$ cat config.mk
export PLATFORM = sky130hd
export DESIGN_NAME = dcd_decoder
export DESIGN_NICKNAME = d
export VERILOG_FILES = /design/src/dcd_pkg.sv /design/src/dcd_timer.sv /design/src/dcd_status.sv /design/src/dcd_decoder.sv
export SDC_FILE = /design/constraint.sdc
export NUM_CORES = 1
export LEC_CHECK = 0
export BUFFER_PORTS_ARGS = -buffer_cell sky130_fd_sc_hd__clkbuf_2
export CAP_MARGIN = 10
export CELL_PAD_IN_SITES_DETAIL_PLACEMENT = 0
export CELL_PAD_IN_SITES_GLOBAL_PLACEMENT = 1
export CORE_MARGIN = 8
export CORE_UTILIZATION = 30
export DETAILED_ROUTE_END_ITERATION = 12
export GPL_TIMING_DRIVEN = 0
export PLACE_DENSITY_LB_ADDON = 0.05
export SLEW_MARGIN = 20
export SYNTH_ARGS = -nofsm -noshare
export SYNTH_HDL_FRONTEND = slang
export SYNTH_SLANG_ARGS = --single-unit
$ cat constraint.sdc
create_clock -name i_mclk -period 1.94 [get_ports i_mclk]
set_clock_uncertainty 0.05 [all_clocks]
set_input_delay 0.388 -clock i_mclk [delete_from_list [all_inputs] [get_ports i_mclk]]
set_output_delay 0.388 -clock i_mclk [all_outputs]
set_load 0.01 [all_outputs]
$ cat src/dcd_pkg.sv
package dcd_pkg;

  // ---------------------------------------------------------------
  // Clock and execution unit
  // ---------------------------------------------------------------
  localparam int CLK_PERIOD_NS   = 50;
  localparam int UNIT_CLOCKS     = 12;
  // Half units exist in the timing table, so counts are in half units
  localparam int HALF_UNIT_CLKS  = UNIT_CLOCKS / 2;

  // ---------------------------------------------------------------
  // Command byte fields
  // ---------------------------------------------------------------
  localparam int CMD_DIR_BIT     = 3;
  localparam int CMD_INC_BIT     = 0;
  localparam logic [7:0] CMD_VSM_SET   = 8'h99;
  localparam logic [7:0] CMD_VSM_CLEAR = 8'h95;
  localparam logic [7:0] CMD_INC_ROW   = 8'hB0;
  localparam logic [3:0] NIB_CHAR40    = 4'h0;
  localparam logic [3:0] NIB_CHAR8     = 4'h4;
  localparam logic [3:0] NIB_CHAR12    = 4'h5;
  localparam logic [1:0] SUB_24BIT     = 2'h0;
  localparam logic [1:0] SUB_16BIT     = 2'h1;

  // ---------------------------------------------------------------
  // Execution times in half units (write / read)
  // ---------------------------------------------------------------
  localparam logic [4:0] HT_ONE        = 5'h02;
  localparam logic [4:0] HT_INC_ROW    = 5'h04;
  localparam logic [4:0] HT_C24_WR     = 5'h08;
  localparam logic [4:0] HT_C24_RD     = 5'h0F;
  localparam logic [4:0] HT_C16_WR     = 5'h0B;
  localparam logic [4:0] HT_C16_RD     = 5'h0F;
  localparam logic [4:0] HT_C8_WR      = 5'h12;
  localparam logic [4:0] HT_C8_RD      = 5'h13;
  localparam logic [4:0] HT_C12_WR     = 5'h19;
  localparam logic [4:0] HT_C12_RD     = 5'h17;

  // ---------------------------------------------------------------
  // Pointer and status layout
  // ---------------------------------------------------------------
  localparam int PTR_Y_LSB       = 8;
  localparam int PTR_Y_W         = 5;
  localparam int PTR_X_W         = 6;
  localparam logic [5:0] LAST_COLUMN   = 6'h27;
  localparam int ST_BUSY         = 7;
  localparam int ST_ALARM        = 6;
  localparam int ST_LAST_COL     = 5;
  localparam int ST_VSYNC        = 2;
  localparam logic [15:0] MP_RESET     = 16'h0000;

  typedef enum logic [2:0] {
    DCD_IDLE  = 3'b001,
    DCD_RUN   = 3'b010,
    DCD_DONE  = 3'b100
  } dcd_state_t;

endpackage

$ cat src/dcd_timer.sv
`timescale 1ns/10ps
`default_nettype none
module dcd_timer
  import dcd_pkg::*;
(
  input  wire logic       i_mclk,   // Device clock
  input  wire logic       i_nrst,   // Async reset, low
  input  wire logic       i_load,   // Start a new count
  input  wire logic [4:0] i_halves, // Duration in half units
  input  wire logic       i_hold,   // Suspend counting
  output logic            o_done    // One-cycle end pulse
);

  typedef struct packed {
    logic [4:0] halves;
    logic [3:0] clocks;
    logic       run;
    logic       done;
  } dcd_tmr_t;

  dcd_tmr_t st;
  dcd_tmr_t next_st;

  always_comb begin
    next_st      = st;
    next_st.done = 1'b0;
    if (i_load) begin
      next_st.halves = i_halves;
      next_st.clocks = 4'(HALF_UNIT_CLKS - 1);
      next_st.run    = 1'b1;
    end else if (st.run && !i_hold) begin
      if (st.clocks != 4'h0) begin
        next_st.clocks = st.clocks - 4'h1;
      end else if (st.halves <= 5'h01) begin
        next_st.run  = 1'b0;
        next_st.done = 1'b1;
      end else begin
        next_st.halves = st.halves - 5'h01;
        next_st.clocks = 4'(HALF_UNIT_CLKS - 1);
      end
    end
  end

  always_ff @(posedge i_mclk or negedge i_nrst) begin
    if (!i_nrst) begin
      st <= '0;
    end else begin
      st <= next_st;
    end
  end

  assign o_done = st.done;

endmodule // dcd_timer
`default_nettype wire

$ cat src/dcd_status.sv
`timescale 1ns/10ps
`default_nettype none
module dcd_status
  import dcd_pkg::*;
(
  input  wire logic i_mclk,        // Device clock
  input  wire logic i_nrst,        // Async reset, low
  input  wire logic i_mask_set,    // Set mask pulse
  input  wire logic i_mask_clear,  // Clear mask pulse
  input  wire logic i_vsync,       // Raw sync state
  output logic      o_mask,        // Mask state
  output logic      o_vsync_status // Gated status bit
);

  typedef struct packed {
    logic mask;
    logic stat;
  } dcd_vst_t;

  dcd_vst_t st;
  dcd_vst_t next_st;

  always_comb begin
    next_st = st;
    if (i_mask_set) begin
      next_st.mask = 1'b1;
    end else if (i_mask_clear) begin
      next_st.mask = 1'b0;
    end
    // Mask gates the raw state; raw is low two lines per frame
    next_st.stat = next_st.mask ? 1'b0 : i_vsync;
  end

  // Reset value is arbitrary since software must set or clear first
  always_ff @(posedge i_mclk or negedge i_nrst) begin
    if (!i_nrst) begin
      st <= '0;
    end else begin
      st <= next_st;
    end
  end

  assign o_mask         = st.mask;
  assign o_vsync_status = st.stat;

endmodule // dcd_status
`default_nettype wire

$ cat src/dcd_decoder.sv
// Overview of operation
// - Increment-row adds one to the row field of the main pointer, other fields unchanged.
// - A sync mask bit is set by the mask-set command and cleared by the mask-clear command.
// - While the mask is set the sync status bit reads zero.
// - While the mask is clear the sync status bit follows the internal sync state.
// - Unmasked, the status bit is zero for two lines per frame and one otherwise.
// - The sync status bit is part of the status byte the host reads.
// - The 24-bit 40-column transfer decodes as 0000 d 00 i, takes 4 units write, 7.5 read.
// - The 16-bit 40-column transfer decodes as 0000 d 01 i, takes 5.5 write, 7.5 read.
// - The 8-bit 80-column transfer decodes as 0100 d 00 i, takes 9 write, 9.5 read.
// - The 12-bit 80-column transfer decodes as 0101 d 00 i, takes 12.5 write, 11.5 read.
// - Byte 99h is mask-set, one unit, argument registers untouched.
// - Byte 95h is mask-clear, one unit, argument registers untouched.
// - Execution starts at strobe trailing edge only if selected with request bit set.
// - The sync state appears at status bit two, subject to the mask.
`timescale 1ns/10ps
`default_nettype none
module dcd_decoder
  import dcd_pkg::*;
(
  input  wire logic        i_mclk,          // Device clock
  input  wire logic        i_nrst,          // Async reset, low
  input  wire logic        i_cmd_valid,     // Strobe trailing edge with command
  input  wire logic        i_selected,      // Latched select at address strobe
  input  wire logic        i_exec_req,      // Latched request bit
  input  wire logic [7:0]  i_cmd,           // Command byte
  input  wire logic        i_vsync,         // Internal sync state
  input  wire logic        i_suspend,       // Memory bus not available
  input  wire logic        i_mp_load,       // Load main pointer
  input  wire logic [15:0] i_mp_data,       // Main pointer load value
  output logic [15:0]      o_main_pointer,  // Main pointer
  output logic [7:0]       o_status,        // Status byte
  output logic             o_busy,          // Execution in progress
  output logic             o_mem_start,     // Start of memory transfer
  output logic [2:0]       o_xfer_kind,     // 0 none,1 c24,2 c16,3 c8,4 c12
  output logic             o_xfer_read,     // Direction of transfer
  output logic             o_vsync_mask,    // Mask state
  output logic             o_done           // Command completion pulse
);

  // ---------------------------------------------------------------
  // State
  // ---------------------------------------------------------------
  typedef struct packed {
    dcd_state_t  fsm;
    logic [15:0] mp;
    logic [7:0]  status;
    logic        mem_start;
    logic [2:0]  kind;
    logic        rd;
    logic        inc_row;
    logic        inc_col;
    logic        use_mem;
    logic        done;
  } dcd_dec_t;

  dcd_dec_t st;
  dcd_dec_t next_st;

  logic       accept;
  logic       mask_set;
  logic       mask_clear;
  logic       tmr_load;
  logic [4:0] tmr_halves;
  logic       tmr_done;
  logic       vmask;
  logic       vstat;
  logic [5:0] col;

  assign accept     = i_cmd_valid && i_selected && i_exec_req;
  assign mask_set   = accept && (i_cmd == CMD_VSM_SET);
  assign mask_clear = accept && (i_cmd == CMD_VSM_CLEAR);
  assign col        = st.mp[PTR_X_W-1:0];

  // ---------------------------------------------------------------
  // Decode
  // ---------------------------------------------------------------
  always_comb begin
    next_st           = st;
    next_st.mem_start = 1'b0;
    next_st.done      = 1'b0;
    tmr_load          = 1'b0;
    tmr_halves        = HT_ONE;
    if (i_mp_load && !st.status[ST_BUSY]) begin
      next_st.mp = i_mp_data;
    end
    if (accept) begin
      // New command aborts any one in progress
      tmr_load                  = 1'b1;
      next_st.fsm               = DCD_RUN;
      next_st.status[ST_BUSY]   = 1'b1;
      next_st.status[6:3]       = 4'h0;
      next_st.kind              = 3'h0;
      next_st.rd                = i_cmd[CMD_DIR_BIT];
      next_st.inc_row           = 1'b0;
      next_st.inc_col           = i_cmd[CMD_INC_BIT];
      next_st.use_mem           = 1'b0;
      if (i_cmd == CMD_INC_ROW) begin
        next_st.inc_row = 1'b1;
        tmr_halves      = HT_INC_ROW;
      end else if (i_cmd[7:4] == NIB_CHAR40 && i_cmd[2:1] == SUB_24BIT) begin
        next_st.kind    = 3'h1;
        next_st.use_mem = 1'b1;
        tmr_halves      = i_cmd[CMD_DIR_BIT] ? HT_C24_RD : HT_C24_WR;
      end else if (i_cmd[7:4] == NIB_CHAR40 && i_cmd[2:1] == SUB_16BIT) begin
        next_st.kind    = 3'h2;
        next_st.use_mem = 1'b1;
        tmr_halves      = i_cmd[CMD_DIR_BIT] ? HT_C16_RD : HT_C16_WR;
      end else if (i_cmd[7:4] == NIB_CHAR8 && i_cmd[2:1] == SUB_24BIT) begin
        next_st.kind    = 3'h3;
        next_st.use_mem = 1'b1;
        tmr_halves      = i_cmd[CMD_DIR_BIT] ? HT_C8_RD : HT_C8_WR;
      end else if (i_cmd[7:4] == NIB_CHAR12 && i_cmd[2:1] == SUB_24BIT) begin
        next_st.kind    = 3'h4;
        next_st.use_mem = 1'b1;
        tmr_halves      = i_cmd[CMD_DIR_BIT] ? HT_C12_RD : HT_C12_WR;
      end
      next_st.mem_start = next_st.use_mem;
    end else begin
      case (st.fsm)
        DCD_IDLE: begin
          next_st.fsm = DCD_IDLE;
        end
        DCD_RUN: begin
          if (tmr_done) begin
            next_st.fsm = DCD_DONE;
          end
        end
        DCD_DONE: begin
          if (st.inc_row) begin
            next_st.mp[PTR_Y_LSB +: PTR_Y_W] =
              st.mp[PTR_Y_LSB +: PTR_Y_W] + 5'h01;
          end
          if (st.use_mem && (st.kind != 3'h0)) begin
            // Column wraps to row start; no automatic row step
            if (col == LAST_COLUMN) begin
              next_st.status[ST_LAST_COL] = 1'b1;
              next_st.status[ST_ALARM]    = st.inc_col;
              if (st.inc_col) begin
                next_st.mp[PTR_X_W-1:0] = 6'h00;
              end
            end else if (st.inc_col) begin
              next_st.mp[PTR_X_W-1:0] = col + 6'h01;
            end
          end
          next_st.status[ST_BUSY] = 1'b0;
          next_st.done            = 1'b1;
          next_st.fsm             = DCD_IDLE;
        end
        default: begin
          next_st.fsm = DCD_IDLE;
        end
      endcase
    end
    // Sync bit is spliced in at the output so a mask command bites at once
    next_st.status[ST_VSYNC:0] = 3'h0;
  end

  always_ff @(posedge i_mclk or negedge i_nrst) begin
    if (!i_nrst) begin
      st     <= '0;
      st.fsm <= DCD_IDLE;
      st.mp  <= MP_RESET;
    end else begin
      st <= next_st;
    end
  end

  // ---------------------------------------------------------------
  // Submodules
  // ---------------------------------------------------------------
  // Mask commands never wait on the memory bus, so no hold for them
  dcd_timer u_timer (
    .i_mclk   (i_mclk),
    .i_nrst   (i_nrst),
    .i_load   (tmr_load),
    .i_halves (tmr_halves),
    .i_hold   (i_suspend && st.use_mem),
    .o_done   (tmr_done)
  );

  dcd_status u_status (
    .i_mclk         (i_mclk),
    .i_nrst         (i_nrst),
    .i_mask_set     (mask_set),
    .i_mask_clear   (mask_clear),
    .i_vsync        (i_vsync),
    .o_mask         (vmask),
    .o_vsync_status (vstat)
  );

  // ---------------------------------------------------------------
  // Outputs
  // ---------------------------------------------------------------
  assign o_main_pointer = st.mp;
  assign o_status       = {st.status[ST_BUSY:ST_VSYNC+1], vstat, st.status[1:0]};
  assign o_busy         = st.status[ST_BUSY];
  assign o_mem_start    = st.mem_start;
  assign o_xfer_kind    = st.kind;
  assign o_xfer_read    = st.rd;
  assign o_vsync_mask   = vmask;
  assign o_done         = st.done;

endmodule // dcd_decoder
`default_nettype wire

# Yosys cells after proc, flatten, opt, wreduce, memory -nomap -nowiden
# Index checks and enable logic that the tools add are counted.
dict set report word_totals {
  ff_bits 44
  output_inout_bits 32
  elab_cells 115
}
dict set report op_classes {
  addsub 4
  magnitude_cmp 1
  eq_ne 13
  mux 52
  reduce_logical 27
}
# cell count
set op_table {}
lappend op_table {{$mux 5} 10}
lappend op_table {{$mux 3} 11}
lappend op_table {{$mux 6} 5}
lappend op_table {{$eq 8x8->1 const B} 3}
lappend op_table {{$mux 9} 2}
lappend op_table {{$mux 1} 14}
lappend op_table {{$mux 13} 1}
lappend op_table {{$logic_and 1x1->1} 12}
lappend op_table {{$mux 11} 1}
lappend op_table {{$mux 10} 1}
lappend op_table {{$reduce_bool 2->1} 5}
lappend op_table {{$reduce_and 3->1} 3}
lappend op_table {{$eq 4x3->1 const B} 2}
lappend op_table {{$mux 2} 4}
lappend op_table {{$mux 4} 2}
lappend op_table {{$mux 8} 1}
lappend op_table {{$add 6x1->6 const B} 1}
lappend op_table {{$eq 6x6->1 const B} 1}
lappend op_table {{$ne 3x2->1 const B} 2}
lappend op_table {{$add 5x1->5 const B} 1}
lappend op_table {{$le 5x1->1 const B} 1}
lappend op_table {{$sub 5x1->5 const B} 1}
lappend op_table {{$logic_not 4->1} 1}
lappend op_table {{$ne 2x2->1 const B} 2}
lappend op_table {{other kinds (9)} 10}

# Logic depth before layout (Yosys ltp)
dict set report depth {
  word_depth 9
  mapped_depth 6
}

# Modules after synthesis
# A second synthesis with hierarchy kept.
dict set report unflattened {
  hier_cells 281
  area_unflattened_um2 2583.7
}
# mod instances cells_per_inst area_per_inst_um2 seq_area_each_um2
set by_module_without_submodules {}
lappend by_module_without_submodules {dcd_decoder 1 206 1835.5 777.0}
lappend by_module_without_submodules {dcd_timer 1 69 669.4 275.3}
lappend by_module_without_submodules {dcd_status 1 6 78.8 50.0}

# Worst setup path after synthesis
# No wires, ideal clock.
dict set report synth_path {
  path_type {register to register}
  start {register u_timer.st[8] (netlist name)}
  end {register u_timer.st[7] (netlist name)}
  setup_time_ns 0.077
  t_arrival_ns 1.543
  required_ns 1.813
  path_slack_ns 0.269
  path_stages_with_launch 6
  n_path_buf 1
  synth_period_minus_slack_ns 1.671
  cell_sequence {dfrtp_1 or3_1 clkbuf_1 o211ai_2 mux2_1 a21oi_1}
}
dict set report synth_between {
  elab_chain_len 3
}
# element line_no
set synth_lines {}
lappend synth_lines {{from (decl)} dcd_timer.sv:21} ;# dcd_tmr_t st;
lappend synth_lines {{from (signal assigned)} dcd_timer.sv:48} ;# st <= next_st;
lappend synth_lines {{$le 5x1->1} dcd_timer.sv:34} ;# end else if (st.halves <= 5'h01) begin
lappend synth_lines {{$ne 2x2->1 (no line)} --}
lappend synth_lines {{$reduce_and 3->1 (no line)} --}
# Every way passes these cells.
# A chain may end at the register's enable or synchronous reset.

# Worst setup path in the final report
# Ends and elaborated chain as after synthesis.

==> run_results.csv <==
group,metric,value,unit
status,status,"finished, final reports clean",
synth,postSynthAreaPerCell,9.36,um^2
sta,fmax,0.554,GHz
routing,viasPerCell,4.85,
sta,hold_viol,0,
setup_path,crit_type,"flip-flop to flip-flop",
power,power.switching,0.862,mW
floorplan,start_util,31.2,%
power,comb_power_share,28.6,%
power,clockPowerShare,26.8,%
synth,ys.flop_type,"dfrtp_1",
synth,ys_seq_elements,44,
clocking,clk_pin_slew,90,ps
clocking,cts_num_sinks,44,
clocking,cts_max_level,2,
setup_path,worst_path_max_delay_cell,"dfrtp_1",
synth,synth_warnings,0,
power,power,2.67,mW
setup_path,critPathRequiredTime,2120,ps
synth,synthTopCellsByArea,"dfrtp_1 (42%), buf_4 (7.9%), nand2_1 (5.4%)",
sta,timing.final.crit_share,93.1,%
finish,nFillCells,901,
power,internal_power,1.81,mW
place,gp_congestion,0.822,
floorplan,die_x,109,um
clocking,clock_latency,300,ps
floorplan,die_h,109,um
sta,setup_viol,0,
place,hpwl,4.90,mm
setup_path,reg2reg_depth,5,
setup_path,crit_path_start_kind,"flip-flop",
routing,antenna_left,0,
finish,final_nets,382,
routing,wl,6.59,mm
power,p_leak,1.53,nW
grt,antenna_found_initial,0,
sta,rsz0062_at_grt,"no",
grt,grt_max_degree,45,
routing,firstDrtPassIters,4,
synth,netlist_area,2570,um^2
sta,slew_headroom,58.1,%
floorplan,core_area,8260,um^2
setup_path,crit_arrival,1990,ps
clocking,clk_path_buf_depth,2,
clocking,cts_buffers,5,
synth,synth_common_cells,"dfrtp_1 (43), nand2_1 (37), buf_4 (27), nor2_1 (19), inv_1 (14)",
worst_hold_path,hold_path.class,"primary input to asynchronous set/reset pin",
power,pwr-share-seq,44.5,%
finish,finalInstanceArea,3140,um^2
grt,grt_usage,11.7,%
finish,area_growth,21.9,%
synth,ys_seq_area_share,42.8,%
finish,antenna-diode-count,0,
grt,globalRoute.totalOverflow,0,
power,p_per_area,851,nW/um^2
clocking,cts_tree,"done",
sta,worst_slew_pin_slew,629,ps
place,placed_area,3010,um^2
setup_path,endpoint_kind,"flip-flop",
floorplan,die_area,11800,um^2
grt,grt_pass1_wl,11.1,mm
place,place_ws,-26.2,ps
synth,synth.most_common_cell,"dfrtp_1",
sta,setup_slack,134,ps
synth,synth_async_sr_flop_share,100,%
sta,fin_crit,1810,ps
routing,drtIter0Drc,84,
setup_path,crit_chain,"or3_1 > clkbuf_1 > o211ai_2 > mux2_1 > a21oi_1",
power,p_sw_share,32.3,%
run,maxCapViolCount,0,
floorplan,placementRows,33,
routing,routedWlPerCell,14.6,um
sta,setup_tns,0,ps
synth,synth_cell_type_count,65,
place,io_buffers,58,
grt,grt_pass1_vias,2226,
synth,yosys.area.top_type,"dfrtp_1",
synth,postSynthCellCount,275,
synth,synth_edf_count,0,
routing,drc,0,
setup_path,slowest_delay,430,ps
power,vdd.ir_drop.worst,0.000444,V
floorplan,io_pins,64,
setup_path,critPathMaxFanout,6,
synth,synth_top_area_share,41.8,%
finish,layout-drive-gt1-share,32.7,%
sta,slew_violations,0,
clocking,cts-root-buf,"clkbuf_8",
routing,routed-via-count,2188,
-- critical path, delay by kind of cell, from the launching register on --
kind,cells,cell delay (ps)
compound gates,2,360
mux,1,340
buf+inv,1,180
simple gates,1,370
flops,1,430
-- state kept, by name, summed over array words and instances, names as in the netlist --
name,count
u_timer.st,10
o_done,1
o_status,2
o_xfer_read,1
o_xfer_kind,3
u_timer.o_done,1
u_status.o_vsync_status,1
o_busy,1
o_mem_start,1
u_status.o_mask,1
o_main_pointer,16
st,6
-- layout make-up --
cell class | count | area [um^2] | area share [%]
multi-input combinational | 184 | 1200 | 38.2
timing repair buffer | 60 | 308 | 9.81
inverter | 14 | 52.6 | 1.68
clock buffer | 6 | 72.6 | 2.31
sequential | 44 | 1100 | 35.1
buffer | 36 | 238 | 7.58
clock inverter | 2 | 35.0 | 1.12
tap | 105 | 131 | 4.19
-- per-stage QoR --
step                      utilization (%)  cells  hold WS [ps]
after floorplan                         -    278          42.4
after global placement               36.4    441           390
after detailed placement             36.4    441           395
after CTS                            37.7    449           101
after global routing                 38.0    451           114
final                                38.0    451          77.7
-- path summary, 6_finish.rpt --
| check | start | slack [ps] | end |
|---|---|---|---|
| min in group i_mclk | i_mp_data[15] | 220 | o_main_pointer[15] |
| worst min-delay path | i_nrst | 80 | o_main_pointer[7] |
| worst min register to register | u_timer.o_done | 400 | st[34] |
| worst max register to register | u_timer.st[8] | 130 | u_timer.st[7] |
| max in group asynchronous | i_nrst | 1340 | o_xfer_read |
| worst max-delay path | u_timer.st[8] | 130 | u_timer.st[7] |
-- layout by cell type, fill, tap and decap left out, types with 3 or more instances in the layout --
cell / Yosys / routed
mux2i_1: 4 / 4
nor3b_1: 3 / 3
o21ai_1: 4 / 4
o31ai_1: 4 / 4
buf_4: 27 / 29
clkbuf_2: 0 / 57
nor3_1: 5 / 5
nor2b_1: 5 / 5
and3_1: 5 / 5
clkbuf_8: 0 / 5
dfrtp_1: 43 / 43
a32oi_1: 3 / 3
a21oi_1: 7 / 7
or3_1: 4 / 4
nand2_1: 37 / 37
a31oi_1: 6 / 6
o21ai_0: 6 / 6
ha_1: 5 / 5
conb_1: 1 / 4
clkbuf_1: 6 / 7
inv_1: 14 / 14
nor2_1: 19 / 19
o221a_2: 3 / 3
nand3_1: 10 / 9
-- metal layers --
metal	GRT usage (%)	vias up	routed length, um
met1	14.9	1026	3130
met2	18.8	54	2920
met5	0	-	0
met3	3.36	5	464
li1	-	1103	-
met4	3.23	0	75
-- power groups by stage --
stage | sequential [mW] | clock, mW | combinational [mW]
after floorplan | 1.17 | 0 | 0.571
after global placement | 1.21 | 0 | 0.750
after detailed placement | 1.21 | 0 | 0.750
after CTS | 1.19 | 0.748 | 0.756
after global routing | 1.21 | 0.788 | 0.874
final | 1.19 | 0.717 | 0.764
-- timing repair --
action | CTS | global route
buffers inserted | 0 | 2
setup endpoints to repair | 0 | 4
hold endpoints to repair | 0 | 0
hold buffers | 0 | 0
gates resized for setup | 0 | 1
-- cells by family (layout without fill, tap and decap cells) --
group | after synthesis | after routing | share of synthesized area (%)
AND/OR/NAND/NOR | 107 | 107 | 21.8
multiplexers | 5 | 5 | 1.99
buffers and inverters | 50 | 118 | 11.3
XOR/XNOR | 1 | 1 | 0.340
flip-flops | 44 | 44 | 42.8
adder cells (fa/ha/maj) | 5 | 5 | 2.43
AO/OA/AOI/OAI | 62 | 62 | 19.2
other | 1 | 4 | 0.146
(Power assumes the default switching activity.)
